`src/design/ocs_pkg.sv`:
```
// command and status register constants and shared types
// assumes a single 100 MHz controller clock and a classic wishbone slave port
package ocs_pkg;

  // ***********************************************
  // register map
  // ***********************************************
  localparam logic [7:0]  OCS_ADDR_CMD   = 8'h08;
  localparam logic [7:0]  OCS_ADDR_ISTAT = 8'h0c;
  localparam logic [7:0]  OCS_ADDR_IMASK = 8'h10;
  localparam int          OCS_HCR_BIT    = 0;
  localparam int          OCS_CLF_BIT    = 1;
  localparam int          OCS_BLF_BIT    = 2;
  localparam int          OCS_OCR_BIT    = 3;
  localparam int          OCS_SOC_LO     = 16;
  localparam int          OCS_SO_BIT     = 0;
  localparam int          OCS_OC_BIT     = 30;
  localparam logic [31:0] OCS_CMD_RST    = 32'h00000000;
  localparam logic [31:0] OCS_IMASK_RST  = 32'h00000000;
  localparam logic [1:0]  OCS_SOC_RST    = 2'h0;

  // ***********************************************
  // timing
  // ***********************************************
  localparam int OCS_CLK_PERIOD_NS = 10;
  localparam int OCS_SRST_TIME_NS  = 10000;
  localparam int OCS_SRST_MAX_CYC  = OCS_SRST_TIME_NS / OCS_CLK_PERIOD_NS;
  localparam int OCS_SRST_CNT_W    = 10;

  // ***********************************************
  // types
  // ***********************************************
  typedef enum logic [0:0] {
    OCS_RUN,
    OCS_SRST
  } ocs_fsm_t;

  // pulses from the list walking engine, same clock
  typedef struct packed {
    logic sched_overrun;
    logic bulk_start;
    logic bulk_td_found;
    logic bulk_done;
    logic control_start;
    logic control_td_found;
    logic control_done;
    logic ownership_done;
  } ocs_list_ev_t;

  typedef struct packed {
    logic                      ack;
    logic [31:0]               rdata;
    logic [1:0]                soc;
    logic                      ownership_change_request;
    logic                      bulk_list_filled;
    logic                      control_list_filled;
    logic                      controller_soft_reset;
    logic                      bulk_active;
    logic                      control_active;
    logic                      so_flag;
    logic                      ownership_changed_flag;
    logic                      so_mask;
    logic                      oc_mask;
    logic                      irq;
    logic                      suspended_state;
    logic                      bus_enable;
    logic                      ops_reset;
    logic [OCS_SRST_CNT_W-1:0] srst_cnt;
    ocs_fsm_t                  fsm;
  } ocs_state_t;

endpackage

```
`src/design/ocs_cmd_status.sv`:
```
// command status register bank with overrun count, list filled bits and soft reset
// assumes list engine pulses on the same clock and a classic wishbone master
//
// Our own choice: the Wishbone register port.
module ocs_cmd_status
  import ocs_pkg::*;
#(
  parameter int SRST_CYCLES = 32
) (
  input  wire logic         clk,
  input  wire logic         rst_n,
  input  wire logic         wb_cyc_i,
  input  wire logic         wb_stb_i,
  input  wire logic         wb_we_i,
  input  wire logic [7:0]   wb_adr_i,
  input  wire logic [3:0]   wb_sel_i,
  input  wire logic [31:0]  wb_dat_i,
  output logic [31:0]       wb_dat_o,
  output logic              wb_ack_o,
  input  wire ocs_list_ev_t list_ev,
  output logic              irq,
  output logic              bulk_active,
  output logic              control_active,
  output logic              suspended_state,
  output logic              host_bus_enable,
  output logic              ops_reset
);

  // ***********************************************
  // parameter check
  // ***********************************************
  if (SRST_CYCLES < 1 || SRST_CYCLES > OCS_SRST_MAX_CYC ||
      SRST_CYCLES >= (1 << OCS_SRST_CNT_W)) begin : g_bad_srst
    $error("SRST_CYCLES out of range");
  end

  localparam logic [OCS_SRST_CNT_W-1:0] SRST_LAST = OCS_SRST_CNT_W'(SRST_CYCLES - 1);

  // ***********************************************
  // helpers
  // ***********************************************
  function automatic logic [31:0] be_mask(input logic [3:0] sel);
    logic [31:0] m;
    m = 32'h00000000;
    for (int i = 0; i < 4; i++) begin
      m[i*8 +: 8] = {8{sel[i]}};
    end
    return m;
  endfunction

  function automatic logic addr_hit(input logic [7:0] adr, input logic [7:0] reg_adr);
    return adr[7:2] == reg_adr[7:2];
  endfunction

  ocs_state_t q;
  ocs_state_t d;

  logic        req;
  logic        wr;
  logic        rd;
  logic [31:0] wm;
  logic        wr_cmd;
  logic        wr_istat;
  logic        wr_imask;

  assign req      = wb_cyc_i && wb_stb_i && !q.ack;
  // write lands at the edge where the master samples ack
  assign wr       = wb_cyc_i && wb_stb_i && wb_we_i && q.ack;
  assign rd       = req && !wb_we_i;
  assign wm       = wb_dat_i & be_mask(wb_sel_i);
  assign wr_cmd   = wr && addr_hit(wb_adr_i, OCS_ADDR_CMD);
  assign wr_istat = wr && addr_hit(wb_adr_i, OCS_ADDR_ISTAT);
  assign wr_imask = wr && addr_hit(wb_adr_i, OCS_ADDR_IMASK);

  // ***********************************************
  // next state
  // ***********************************************
  always_comb begin
    logic blf_clr;
    logic clf_clr;
    logic srst_go;
    blf_clr = 1'b0;
    clf_clr = 1'b0;
    srst_go = 1'b0;
    d = q;
    d.ack = req;
    d.rdata = 32'h00000000;
    if (rd) begin
      // reserved bits read as zero
      if (addr_hit(wb_adr_i, OCS_ADDR_CMD)) begin
        d.rdata[OCS_SOC_LO +: 2] = q.soc;
        d.rdata[OCS_OCR_BIT] = q.ownership_change_request;
        d.rdata[OCS_BLF_BIT] = q.bulk_list_filled;
        d.rdata[OCS_CLF_BIT] = q.control_list_filled;
        d.rdata[OCS_HCR_BIT] = q.controller_soft_reset;
      end else if (addr_hit(wb_adr_i, OCS_ADDR_ISTAT)) begin
        d.rdata[OCS_SO_BIT] = q.so_flag;
        d.rdata[OCS_OC_BIT] = q.ownership_changed_flag;
      end else if (addr_hit(wb_adr_i, OCS_ADDR_IMASK)) begin
        d.rdata[OCS_SO_BIT] = q.so_mask;
        d.rdata[OCS_OC_BIT] = q.oc_mask;
      end
    end

    // overrun count: write-one-to-set then increment, wraps at three
    d.soc = (q.soc | (wr_cmd ? wm[OCS_SOC_LO +: 2] : 2'h0)) +
            {1'b0, list_ev.sched_overrun};

    // interrupt status: write one clears, event set wins
    if (wr_istat && wm[OCS_SO_BIT]) begin
      d.so_flag = 1'b0;
    end
    if (wr_istat && wm[OCS_OC_BIT]) begin
      d.ownership_changed_flag = 1'b0;
    end
    if (list_ev.sched_overrun) begin
      d.so_flag = 1'b1;
    end

    // ownership request
    if (list_ev.ownership_done) begin
      d.ownership_change_request = 1'b0;
    end
    if (wr_cmd && wm[OCS_OCR_BIT]) begin
      d.ownership_change_request = 1'b1;
      d.ownership_changed_flag = 1'b1;
    end

    // bulk list
    if (list_ev.bulk_start) begin
      if (q.bulk_list_filled) begin
        d.bulk_active = 1'b1;
        blf_clr = 1'b1;
      end else if (!q.bulk_active) begin
        d.bulk_active = 1'b0;
      end
    end
    if (list_ev.bulk_done && !q.bulk_list_filled && !list_ev.bulk_td_found &&
        !(wr_cmd && wm[OCS_BLF_BIT])) begin
      d.bulk_active = 1'b0;
    end
    d.bulk_list_filled = (q.bulk_list_filled && !blf_clr) ||
                         list_ev.bulk_td_found ||
                         (wr_cmd && wm[OCS_BLF_BIT]);

    // control list
    if (list_ev.control_start) begin
      if (q.control_list_filled) begin
        d.control_active = 1'b1;
        clf_clr = 1'b1;
      end else if (!q.control_active) begin
        d.control_active = 1'b0;
      end
    end
    if (list_ev.control_done && !q.control_list_filled && !list_ev.control_td_found &&
        !(wr_cmd && wm[OCS_CLF_BIT])) begin
      d.control_active = 1'b0;
    end
    d.control_list_filled = (q.control_list_filled && !clf_clr) ||
                            list_ev.control_td_found ||
                            (wr_cmd && wm[OCS_CLF_BIT]);

    // mask
    if (wr_imask) begin
      d.so_mask = wm[OCS_SO_BIT];
      d.oc_mask = wm[OCS_OC_BIT];
    end

    // soft reset sequence
    srst_go = wr_cmd && wm[OCS_HCR_BIT];
    case (q.fsm)
      OCS_RUN: begin
        if (srst_go) begin
          d.fsm = OCS_SRST;
          d.controller_soft_reset = 1'b1;
          d.srst_cnt = '0;
          // operational state back to reset; routing lives outside and is kept
          d.soc = OCS_SOC_RST;
          d.ownership_change_request = 1'b0;
          d.bulk_list_filled = 1'b0;
          d.control_list_filled = 1'b0;
          d.bulk_active = 1'b0;
          d.control_active = 1'b0;
          d.so_flag = 1'b0;
          d.ownership_changed_flag = 1'b0;
          d.suspended_state = 1'b1;
          d.bus_enable = 1'b0;
          d.ops_reset = 1'b1;
        end
      end
      OCS_SRST: begin
        d.bulk_active = 1'b0;
        d.control_active = 1'b0;
        if (q.srst_cnt == SRST_LAST) begin
          d.fsm = OCS_RUN;
          d.controller_soft_reset = 1'b0;
          d.bus_enable = 1'b1;
          d.ops_reset = 1'b0;
        end else begin
          d.srst_cnt = q.srst_cnt + OCS_SRST_CNT_W'(1);
        end
      end
      default: begin
        d.fsm = OCS_RUN;
      end
    endcase

    d.irq = (d.so_flag && d.so_mask) || (d.ownership_changed_flag && d.oc_mask);
  end

  // ***********************************************
  // state register
  // ***********************************************
  always_ff @(posedge clk or negedge rst_n) begin
    if (!rst_n) begin
      q <= '{
        ack:                      1'b0,
        rdata:                    32'h00000000,
        soc:                      OCS_SOC_RST,
        ownership_change_request: OCS_CMD_RST[OCS_OCR_BIT],
        bulk_list_filled:         OCS_CMD_RST[OCS_BLF_BIT],
        control_list_filled:      OCS_CMD_RST[OCS_CLF_BIT],
        controller_soft_reset:    OCS_CMD_RST[OCS_HCR_BIT],
        bulk_active:              1'b0,
        control_active:           1'b0,
        so_flag:                  1'b0,
        ownership_changed_flag:   1'b0,
        so_mask:                  OCS_IMASK_RST[OCS_SO_BIT],
        oc_mask:                  OCS_IMASK_RST[OCS_OC_BIT],
        irq:                      1'b0,
        suspended_state:          1'b0,
        bus_enable:               1'b1,
        ops_reset:                1'b0,
        srst_cnt:                 '0,
        fsm:                      OCS_RUN
      };
    end else begin
      q <= d;
    end
  end

  assign wb_dat_o        = q.rdata;
  assign wb_ack_o        = q.ack;
  assign irq             = q.irq;
  assign bulk_active     = q.bulk_active;
  assign control_active  = q.control_active;
  assign suspended_state = q.suspended_state;
  assign host_bus_enable = q.bus_enable;
  assign ops_reset       = q.ops_reset;

  // ***********************************************
  // assertions
  // ***********************************************
  logic srst_go_w;
  assign srst_go_w = wr_cmd && wb_dat_i[OCS_HCR_BIT] && wb_sel_i[0] && q.fsm == OCS_RUN;
endmodule

```
`config.mk`:
```
export PLATFORM = sky130hd
export DESIGN_NAME = ocs_cmd_status
export DESIGN_NICKNAME = d
export VERILOG_FILES = /design/src/design/ocs_pkg.sv /design/src/design/ocs_cmd_status.sv
export SDC_FILE = /design/constraint.sdc
export NUM_CORES = 1
export LEC_CHECK = 0
export BUFFER_PORTS_ARGS = -buffer_cell sky130_fd_sc_hd__buf_4
export CAP_MARGIN = 20
export CORE_ASPECT_RATIO = 1.75
export CORE_MARGIN = 3
export CORE_UTILIZATION = 42
export DETAILED_ROUTE_END_ITERATION = 12
export PLACE_DENSITY_LB_ADDON = 0.15
export SLEW_MARGIN = 20
export SYNTH_ARGS = -nofsm -noshare
export SYNTH_HDL_FRONTEND = slang
export SYNTH_SLANG_ARGS = --single-unit
export TNS_END_PERCENT = 20
```
`constraint.sdc`:
```
create_clock -name clk -period 2.05 [get_ports clk]
set_clock_uncertainty 0.2 [all_clocks]
set_input_delay 0 -clock clk [delete_from_list [all_inputs] [get_ports clk]]
set_output_delay 0 -clock clk [all_outputs]
set_load 0.05 [all_outputs]
```
==> flow_summary_export.csv, run 1 <==
group,metric,value,unit
clocking,cts.sinks,34,
route,via_per_inst,4.93,
global_route,antenna_found_initial,0,
synthesis,synth_cell_type_count,43,
critical_path,cp.depth,5,
sta,post-route-period-util,0.985,
synthesis,syn_inst,190,
floorplan,coreArea,4190,um2
power_and_ir_drop,p_leak,0.00127,uW
sta,rsz0062_at_grt,"yes",
sta,hold_viol,0,
critical_path,path_cells,"and4_4 > and3_4 > and2_4 > a21oi_1 > dlygate4sd3_1",
layout,drive_above_1_share,0.262,
floorplan,dieHeight,94.0,um
sta,period_needed,2020,ps
synthesis,yosys.area_share.xor_xnor,0.0188,
synthesis,ys_seq_area_frac,0.458,
job,cap_viol_max_count,0,
floorplan,rows,31,
synthesis,synth_edf_count,0,
sta,drv_slew,0,
critical_path,critical_path.max_stage_delay,560,ps
synthesis,ys_warn_count,0,
clocking,path_clk_slew,70,ps
route,wl_met1,1520,um
critical_path,reg2reg_depth,5,
route,ant_nets,0,
route,wl,4220,um
placement,portBuffers,42,
synthesis,ys_ff_latch,34,
sta,setup_violations,0,
synthesis,synth_top_flop_cell,"dfrtp_1",
route,highest_layer,"met4",
floorplan,die_w,56.3,um
clocking,clk_latency,290,ps
critical_path,end_kind,"register",
route,first_pass_iters,4,
global_route,grt_usage,0.165,
route,dr_wl_met3,233,um
layout,fin_nets,325,
clocking,cts_max_level,2,
clocking,clockRootBuffer,"clkbuf_8",
synthesis,synth_common_cells,"33 x dfrtp_1, 32 x buf_4, 16 x nand2_1",
layout,n_antenna_cell,0,
hold_path,holdPathStages,4,
clocking,post-cts-setup-buffers,0,
synthesis,synth_top_family_by_area,"simple AND/OR/NAND/NOR gates",
layout,num-fill-cells,376,
critical_path,path_buf_inv,1,
floorplan,start_util,0.444,
synthesis,synth_fa_ha_area_frac,0.0135,
critical_path,path_delay_family,"simple AND/OR/NAND/NOR gates",
critical_path,slowest_stage,"dlygate4sd3_1",
route,drt_iter0_drc,40,
synthesis,muxShareOfSynthArea,0.0162,
placement,dp_hpwl,2930,um
synthesis,avgSynthCellArea,9.79,um2
synthesis,yosysTopAreaCell,"dfrtp_1",
global_route,grt_pass1_wl,6610,um
route,drc_errors,0,
critical_path,worstSetupPathType,"reg -> reg",
synthesis,synthTopCellsByArea,"dfrtp_1 44%, buf_4 13%, nand2_1 3.2%",
sta,fmax,495,MHz
power_and_ir_drop,power.density,643,nW/um2
power_and_ir_drop,max-vdd-ir-drop,0.000386,V
synthesis,yosys.area_share.simple,0.227,
route,num_vias,1559,
hold_path,holdCritPathClass,"in -> reg",
synthesis,ys_async_sr_fraction,1.00,
placement,gp_congestion,0.825,
critical_path,critPathLaunchType,"register",
clocking,cts_tree,"built",
global_route,overflow,0,
synthesis,synth_compound_area_frac,0.110,
clocking,clock_path_buffers,2,
floorplan,io_pins,96,
global_route,grt_pass1_vias,1501,
synthesis,post-synth-top-count-cell,"dfrtp_1",
synthesis,synth_top_area_frac,0.444,
run_status,status,"finished, final reports clean",
power_and_ir_drop,p_total,1640,uW
layout,postLayoutCoreUtil,0.608,
clocking,numCtsBuffers,5,
critical_path,worstPathArrival,1990,ps
layout,layout-area-overhead-vs-synth,36.9,%
global_route,grt_max_degree,34,
floorplan,design.die.area,5290,um2
critical_path,cp_data_required_time,2020,ps
critical_path,crit_path_max_fanout,9,
route,routedWlPerCell,13.3,um
route,wl_met2,2340,um
synthesis,netlist_area,1860,um2
[area by class of cell]
| class | count | area, um2 | share of cell area |
|---|---|---|---|
| clock buffer | 7 | 86.3 | 0.0339 |
| timing repair buffer | 78 | 661 | 0.259 |
| clock inverter | 1 | 5.00 | 0.00197 |
| multi-input combinational | 141 | 857 | 0.337 |
| sequential | 34 | 853 | 0.335 |
| tap | 49 | 61.3 | 0.0241 |
| inverter | 6 | 22.5 | 0.00885 |
[metal layers]
layer | up-vias | track usage
met4 | 0 | 0.0990
met1 | 738 | 0.165
met3 | 10 | 0.0426
met2 | 50 | 0.298
li1 | 761 | -
met5 | - | 0
[where the power goes]
group | switching (uW) | total, uW | leakage, uW | internal, uW
combinational | 230 | 379 | 0.000817 | 149
sequential | 31.9 | 749 | 0.000406 | 717
clock | 238 | 509 | 0.0000482 | 271
total | 501 | 1640 | 0.00127 | 1140
[sequential cells by signal, indices dropped and copies added (netlist names)]
register         cells
bulk_active          1
q                   21
host_bus_enable      1
irq                  1
suspended_state      1
control_active       1
wb_dat_o             7
wb_ack_o             1
[worst paths after layout]
| kind | start | to | slack, ps |
|---|---|---|---|
| worst max-delay path | wb_ack_o | q[23] | 30 |
| max in group asynchronous | rst_n | control_active | 280 |
| worst max register to register | wb_ack_o | q[23] | 30 |
| worst min register to register | host_bus_enable | host_bus_enable | 260 |
| worst min-delay path | wb_adr_i[6] | wb_dat_o[30] | 3 |
| min in group asynchronous | rst_n | q[24] | 520 |
[logic make-up after synthesis]
group	after synthesis
multiplexers	3
buffers and inverters	40
flip-flops	34
XOR/XNOR	4
adder cells (fa/ha/maj)	2
AND/OR/NAND/NOR	74
other	1
AO/OA/AOI/OAI	32
[metrics by stage]
step	instances	cell area [um2]	TNS, ps	hold slack (ps)	worst slack (ps)
6_report	316	2550	0	3.37	29.9
5_1_grt	316	2550	-47.1	57.2	-22.6
4_1_cts	315	2510	0	12.5	15.2
3_5_place_dp	277	2110	0	-224	110
3_3_place_gp	277	2110	0	-220	112
2_1_floorplan	214	1960	0	-496	9.89
[cells in the final DEF, fill, tap and decap left out, types with 6 or more instances in the layout]
cell type      synthesis  routed
nor2_1                10      10
and2_1                 9       9
clkbuf_8               0       6
dlygate4sd3_1          0      30
a21oi_1                9       8
conb_1                 1      25
dfrtp_1               33      32
o21ai_0                6       6
nand2_1               16      16
nand2b_1               6       6
inv_1                  6       6
buf_4                 32      48
[tightest hold or removal path, cell delays in order]
cell and delay, ps:
buf_4 100, or3_1 120, nor2_1 70, nor3_2 150
[timing repair]
item,CTS,global route
gates resized for setup,0,6
hold buffers,30,0
setup endpoints to repair,0,8
hold endpoints to repair,49,0
No activity file was read; power rests on OpenSTA's default activity.
==> run 2, diff against run 1 <==
--- a/config.mk
+++ b/config.mk
@@ -7,9 +7,11 @@
 export LEC_CHECK = 0
 export BUFFER_PORTS_ARGS = -buffer_cell sky130_fd_sc_hd__buf_4
 export CAP_MARGIN = 20
+export CELL_PAD_IN_SITES_DETAIL_PLACEMENT = 1
+export CELL_PAD_IN_SITES_GLOBAL_PLACEMENT = 1
 export CORE_ASPECT_RATIO = 1.75
 export CORE_MARGIN = 3
-export CORE_UTILIZATION = 42
+export CORE_UTILIZATION = 32
 export DETAILED_ROUTE_END_ITERATION = 12
 export PLACE_DENSITY_LB_ADDON = 0.15
 export SLEW_MARGIN = 20
==> flow_summary_export.csv, run 2 (synthesis results as in run 1) <==
group,metric,value,unit
clocking,cts.sinks,34,
clocking,cts_tree,"built",
route,drc_errors,0,
layout,largest-register,"q",
route,ant_nets,0,
floorplan,coreArea,5590,um2
sta,post-route-period-util,0.969,
job,cap_viol_max_count,0,
power_and_ir_drop,max-vdd-ir-drop,0.000325,V
floorplan,io_pins,96,
critical_path,cp_data_required_time,2030,ps
critical_path,critPathLaunchType,"register",
placement,dp_hpwl,3460,um
clocking,path_clk_slew,70,ps
clocking,cts_max_level,2,
global_route,grt_pass1_wl,7630,um
clocking,clock_path_buffers,2,
run_status,violations,"negative hold slack",
critical_path,worstPathArrival,1960,ps
clocking,clockRootBuffer,"clkbuf_8",
sta,setup_violations,0,
route,routedWlPerCell,13.9,um
power_and_ir_drop,power.density,655,nW/um2
critical_path,worstSetupPathType,"reg -> reg",
sta,hold_viol,3,
sta,period_needed,1990,ps
layout,final_cell_mix,"49 x buf_4, 32 x dfrtp_1, 25 x conb_1, 25 x dlygate4sd3_1, 16 x nand2_1",
sta,fmax,503,MHz
hold_path,holdCritPathClass,"in -> reg",
placement,portBuffers,42,
route,drt_iter0_drc,36,
layout,layout_commonest_cell,"buf_4",
layout,drive_above_1_share,0.260,
global_route,grt_max_degree,35,
sta,drv_slew,0,
layout,n_antenna_cell,0,
layout,layout.cells.non_filler,338,
sta,final_critical_path_setup_slack,63.0,ps
sta,fin_tns_setup,0,ps
clocking,numCtsBuffers,5,
clocking,clk_latency,280,ps
floorplan,die_w,63.6,um
placement,gp_congestion,0.754,
critical_path,crit_path_max_fanout,9,
power_and_ir_drop,p_leak,0.00124,uW
global_route,overflow,0,
sta,hold_ws,-22.4,ps
floorplan,start_util,0.333,
placement,placedCellCount,305,
layout,layout-area-overhead-vs-synth,35.0,%
route,via_per_inst,4.58,
placement,pre_cts_ws,112,ps
floorplan,rows,36,
route,num_vias,1547,
clocking,post-cts-setup-buffers,0,
layout,largest_reg_flops,21,
route,wl,4690,um
route,first_pass_iters,4,
critical_path,end_kind,"register",
layout,num-fill-cells,680,
floorplan,design.die.area,6800,um2
power_and_ir_drop,p_total,1650,uW
global_route,grt_pass1_vias,1599,
floorplan,dieHeight,107,um
run_status,status,"finished with violations",
critical_path,slowest_stage,"dlygate4sd3_1",
critical_path,critical_path.max_stage_delay,580,ps
layout,fin_nets,320,
global_route,antenna_found_initial,0,
sta,rsz0062_at_grt,"yes",
global_route,grt_usage,0.145,
critical_path,path_cells,"and4_4 > and3_4 > a31oi_2 > dlygate4sd3_1 > nor2_1",
run 2: changes by cell type in the layout (fill, tap and decap cells not counted), sizes merged:
cell,delta
buf,+1
dlygate4sd3,-5
and3,-1
run 2: final timing paths:
kind,slack [ps],from,to,cells past startpoint
setup / recovery,60,wb_ack_o,q[17],5
hold / removal,-20,wb_dat_i[30],q[15],4
setup reg to reg,60,wb_ack_o,q[17],5
hold reg to reg,260,host_bus_enable,host_bus_enable,2
max in group asynchronous,1300,rst_n,host_bus_enable,2
min in group asynchronous,0,rst_n,bulk_active,2
run 2: area by class of cell:
type / instances / area (um2) / share of cell area
flip-flops and latches: 34 / 853 / 0.340
multi-input cells: 140 / 830 / 0.331
repair buffers: 74 / 618 / 0.246
well taps: 76 / 95.1 / 0.0379
clock buffers: 7 / 86.3 / 0.0344
inverters: 6 / 22.5 / 0.00897
clock inverters: 1 / 5.00 / 0.00199
run 2: power breakdown:
| group | internal [uW] | switching (uW) | leakage [uW] |
|---|---|---|---|
| clock | 271 | 242 | 0.0000482 |
| sequential | 717 | 33.5 | 0.000406 |
| combinational | 147 | 235 | 0.000782 |
run 2: worst max-delay path: cells and delay by family, from the launching register on:
kind | cells | cell delay [ps]
DFF | 1 | 430
buffers and inverters | 1 | 580
AOI/OAI and AO/OA | 1 | 220
and+or+nand+nor | 3 | 460
run 2: per-layer routing:
layer | vias to the layer above | routed length [um] | global-route usage
met3 | 6 | 164 | 0.0252
met4 | 0 | 80 | 0.0603
met1 | 753 | 1730 | 0.147
li1 | 746 | - | -
met2 | 42 | 2720 | 0.280
met5 | - | 0 | 0
run 2: stage by stage:
stage	util	cell area, um2	hold slack (ps)
detailed placement	0.386	2160	-211
CTS	0.445	2490	1.71
global placement	0.386	2160	-210
floorplan	-	1960	-496
finish	0.449	2510	-22.4
global route	0.449	2510	5.89
run 2: timing repair:
item	CTS	global route
endpoints found under the setup margin	0	3
hold endpoints to repair	49	1
hold buffers	24	1
resized for setup	0	3
==> run 3, diff against run 2 <==
--- a/config.mk
+++ b/config.mk
@@ -7,11 +7,10 @@
 export LEC_CHECK = 0
 export BUFFER_PORTS_ARGS = -buffer_cell sky130_fd_sc_hd__buf_4
 export CAP_MARGIN = 20
-export CELL_PAD_IN_SITES_DETAIL_PLACEMENT = 1
-export CELL_PAD_IN_SITES_GLOBAL_PLACEMENT = 1
 export CORE_ASPECT_RATIO = 1.75
 export CORE_MARGIN = 3
-export CORE_UTILIZATION = 32
+export CORE_UTILIZATION = 42
+export CTS_BUF_LIST = sky130_fd_sc_hd__clkbuf_4
 export DETAILED_ROUTE_END_ITERATION = 12
 export PLACE_DENSITY_LB_ADDON = 0.15
 export SLEW_MARGIN = 20
==> constraint.sdc (replaced) <==
create_clock -name clk -period 1.6 [get_ports clk]
set_clock_uncertainty 0.2 [all_clocks]
set_input_delay 0 -clock clk [delete_from_list [all_inputs] [get_ports clk]]
set_output_delay 0 -clock clk [all_outputs]
set_load 0.05 [all_outputs]
==> flow_summary_export.csv, run 3 (synthesis results as in run 1) <==
group,metric,value,unit
placement,gp_congestion,0.857,
power_and_ir_drop,max-vdd-ir-drop,0.000557,V
sta,setup_violations,13,
global_route,antenna_found_initial,0,
sta,fmax,541,MHz
route,drc_errors,0,
clocking,clock_path_buffers,2,
clocking,clk_latency,330,ps
layout,largest-register,"q",
floorplan,die_w,56.3,um
critical_path,cp_data_required_time,1660,ps
clocking,clockRootBuffer,"clkbuf_4",
critical_path,crit_path_max_fanout,6,
global_route,overflow,0,
power_and_ir_drop,p_total,2000,uW
clocking,cts_max_level,2,
layout,layout-area-overhead-vs-synth,48.7,%
layout,layout_commonest_cell,"buf_4",
route,routedWlPerCell,14.5,um
sta,fin_tns_setup,-1470,ps
floorplan,start_util,0.444,
route,drt_iter0_drc,37,
floorplan,io_pins,96,
run_status,violations,"negative setup slack",
layout,num-fill-cells,371,
route,num_vias,1651,
sta,post-route-period-util,1.16,
layout,n_antenna_cell,0,
power_and_ir_drop,power.density,723,nW/um2
route,ant_nets,0,
clocking,numCtsBuffers,5,
global_route,grt_max_degree,35,
floorplan,design.die.area,5290,um2
placement,portBuffers,42,
power_and_ir_drop,p_leak,0.00138,uW
route,first_pass_iters,4,
floorplan,dieHeight,94.0,um
floorplan,rows,31,
hold_path,holdCritPathClass,"in -> reg",
placement,pre_cts_ws,-278,ps
sta,final_critical_path_setup_slack,-248,ps
floorplan,coreArea,4190,um2
clocking,cts.sinks,34,
critical_path,critPathLaunchType,"register",
clocking,cts_tree,"built",
sta,hold_viol,0,
global_route,grt_pass1_wl,7710,um
critical_path,worstSetupPathType,"reg -> reg",
job,cap_viol_max_count,0,
placement,dp_hpwl,3380,um
route,via_per_inst,4.90,
run_status,status,"finished with violations",
critical_path,end_kind,"register",
global_route,grt_pass1_vias,1712,
clocking,path_clk_slew,100,ps
critical_path,worstPathArrival,1910,ps
global_route,grt_usage,0.187,
layout,drive_above_1_share,0.375,
layout,fin_nets,346,
sta,drv_slew,0,
sta,rsz0062_at_grt,"yes",
route,wl,4900,um
layout,largest_reg_flops,21,
layout,final_cell_mix,"70 x buf_4, 32 x dfrtp_1, 26 x dlygate4sd3_1, 25 x conb_1, 15 x nand2_1",
sta,period_needed,1850,ps
run 3: path summary, 6_finish.rpt:
path | from | endpoint | slack [ps] | depth (start not counted)
max | q[2] | q[6] | -250 | 6
min | wb_adr_i[5] | q[18] | 10 | 6
max reg2reg | q[2] | q[6] | -250 | 6
min reg2reg | host_bus_enable | host_bus_enable | 270 | 2
max in group asynchronous | rst_n | host_bus_enable | 370 | 3
min in group asynchronous | rst_n | wb_dat_o[3] | 480 | 3
run 3: power breakdown:
group / internal (uW) / switching, uW
Combinational: 246 / 344
Sequential: 918 / 39.8
Clock: 182 / 270
run 3: critical path: stages, from the launching register on:
cell and delay, ps:
dfrtp_1 390, ha_2 190, nand4_1 130, nor3b_4 70, a21o_1 250, or4b_1 490
nand2_1 70
run 3: timing repair:
action / in CTS / in global routing
gates cloned: 0 / 0
hold buffers: 26 / 0
setup buffers: 1 / 2
hold endpoints to repair: 52 / 0
pin swaps: 7 / 12
resized for setup: 9 / 16
setup endpoints to repair: 19 / 26
run 3: metal layers:
layer / GRT usage / part of all wire / vias to the layer above
li1: - / - / 801
met1: 0.196 / 0.36 / 801
met2: 0.350 / 0.58 / 37
met3: 0.0358 / 0.030 / 12
met4: 0.0891 / 0.025 / 0
met5: 0 / 0 / -
run 3: layout make-up:
class	instances	area (um2)	area share
Sequential cell	34	853	0.309
Timing Repair Buffer	100	840	0.304
Tap cell	49	61.3	0.0222
Multi-Input combinational cell	140	935	0.338
Clock inverter	2	8.76	0.00317
Inverter	6	22.5	0.00814
Clock buffer	6	45.0	0.0163
run 3: metrics by stage:
step / utilization / hold slack (ps) / cell area (um2) / std cells
final: 0.660 / 12.4 / 2770 / 337
after global routing: 0.660 / 23.4 / 2770 / 337
after CTS: 0.638 / -17.3 / 2670 / 335
after detailed placement: 0.550 / -228 / 2300 / 300
after global placement: 0.550 / -226 / 2300 / 300
after floorplan: - / -496 / 1960 / 214
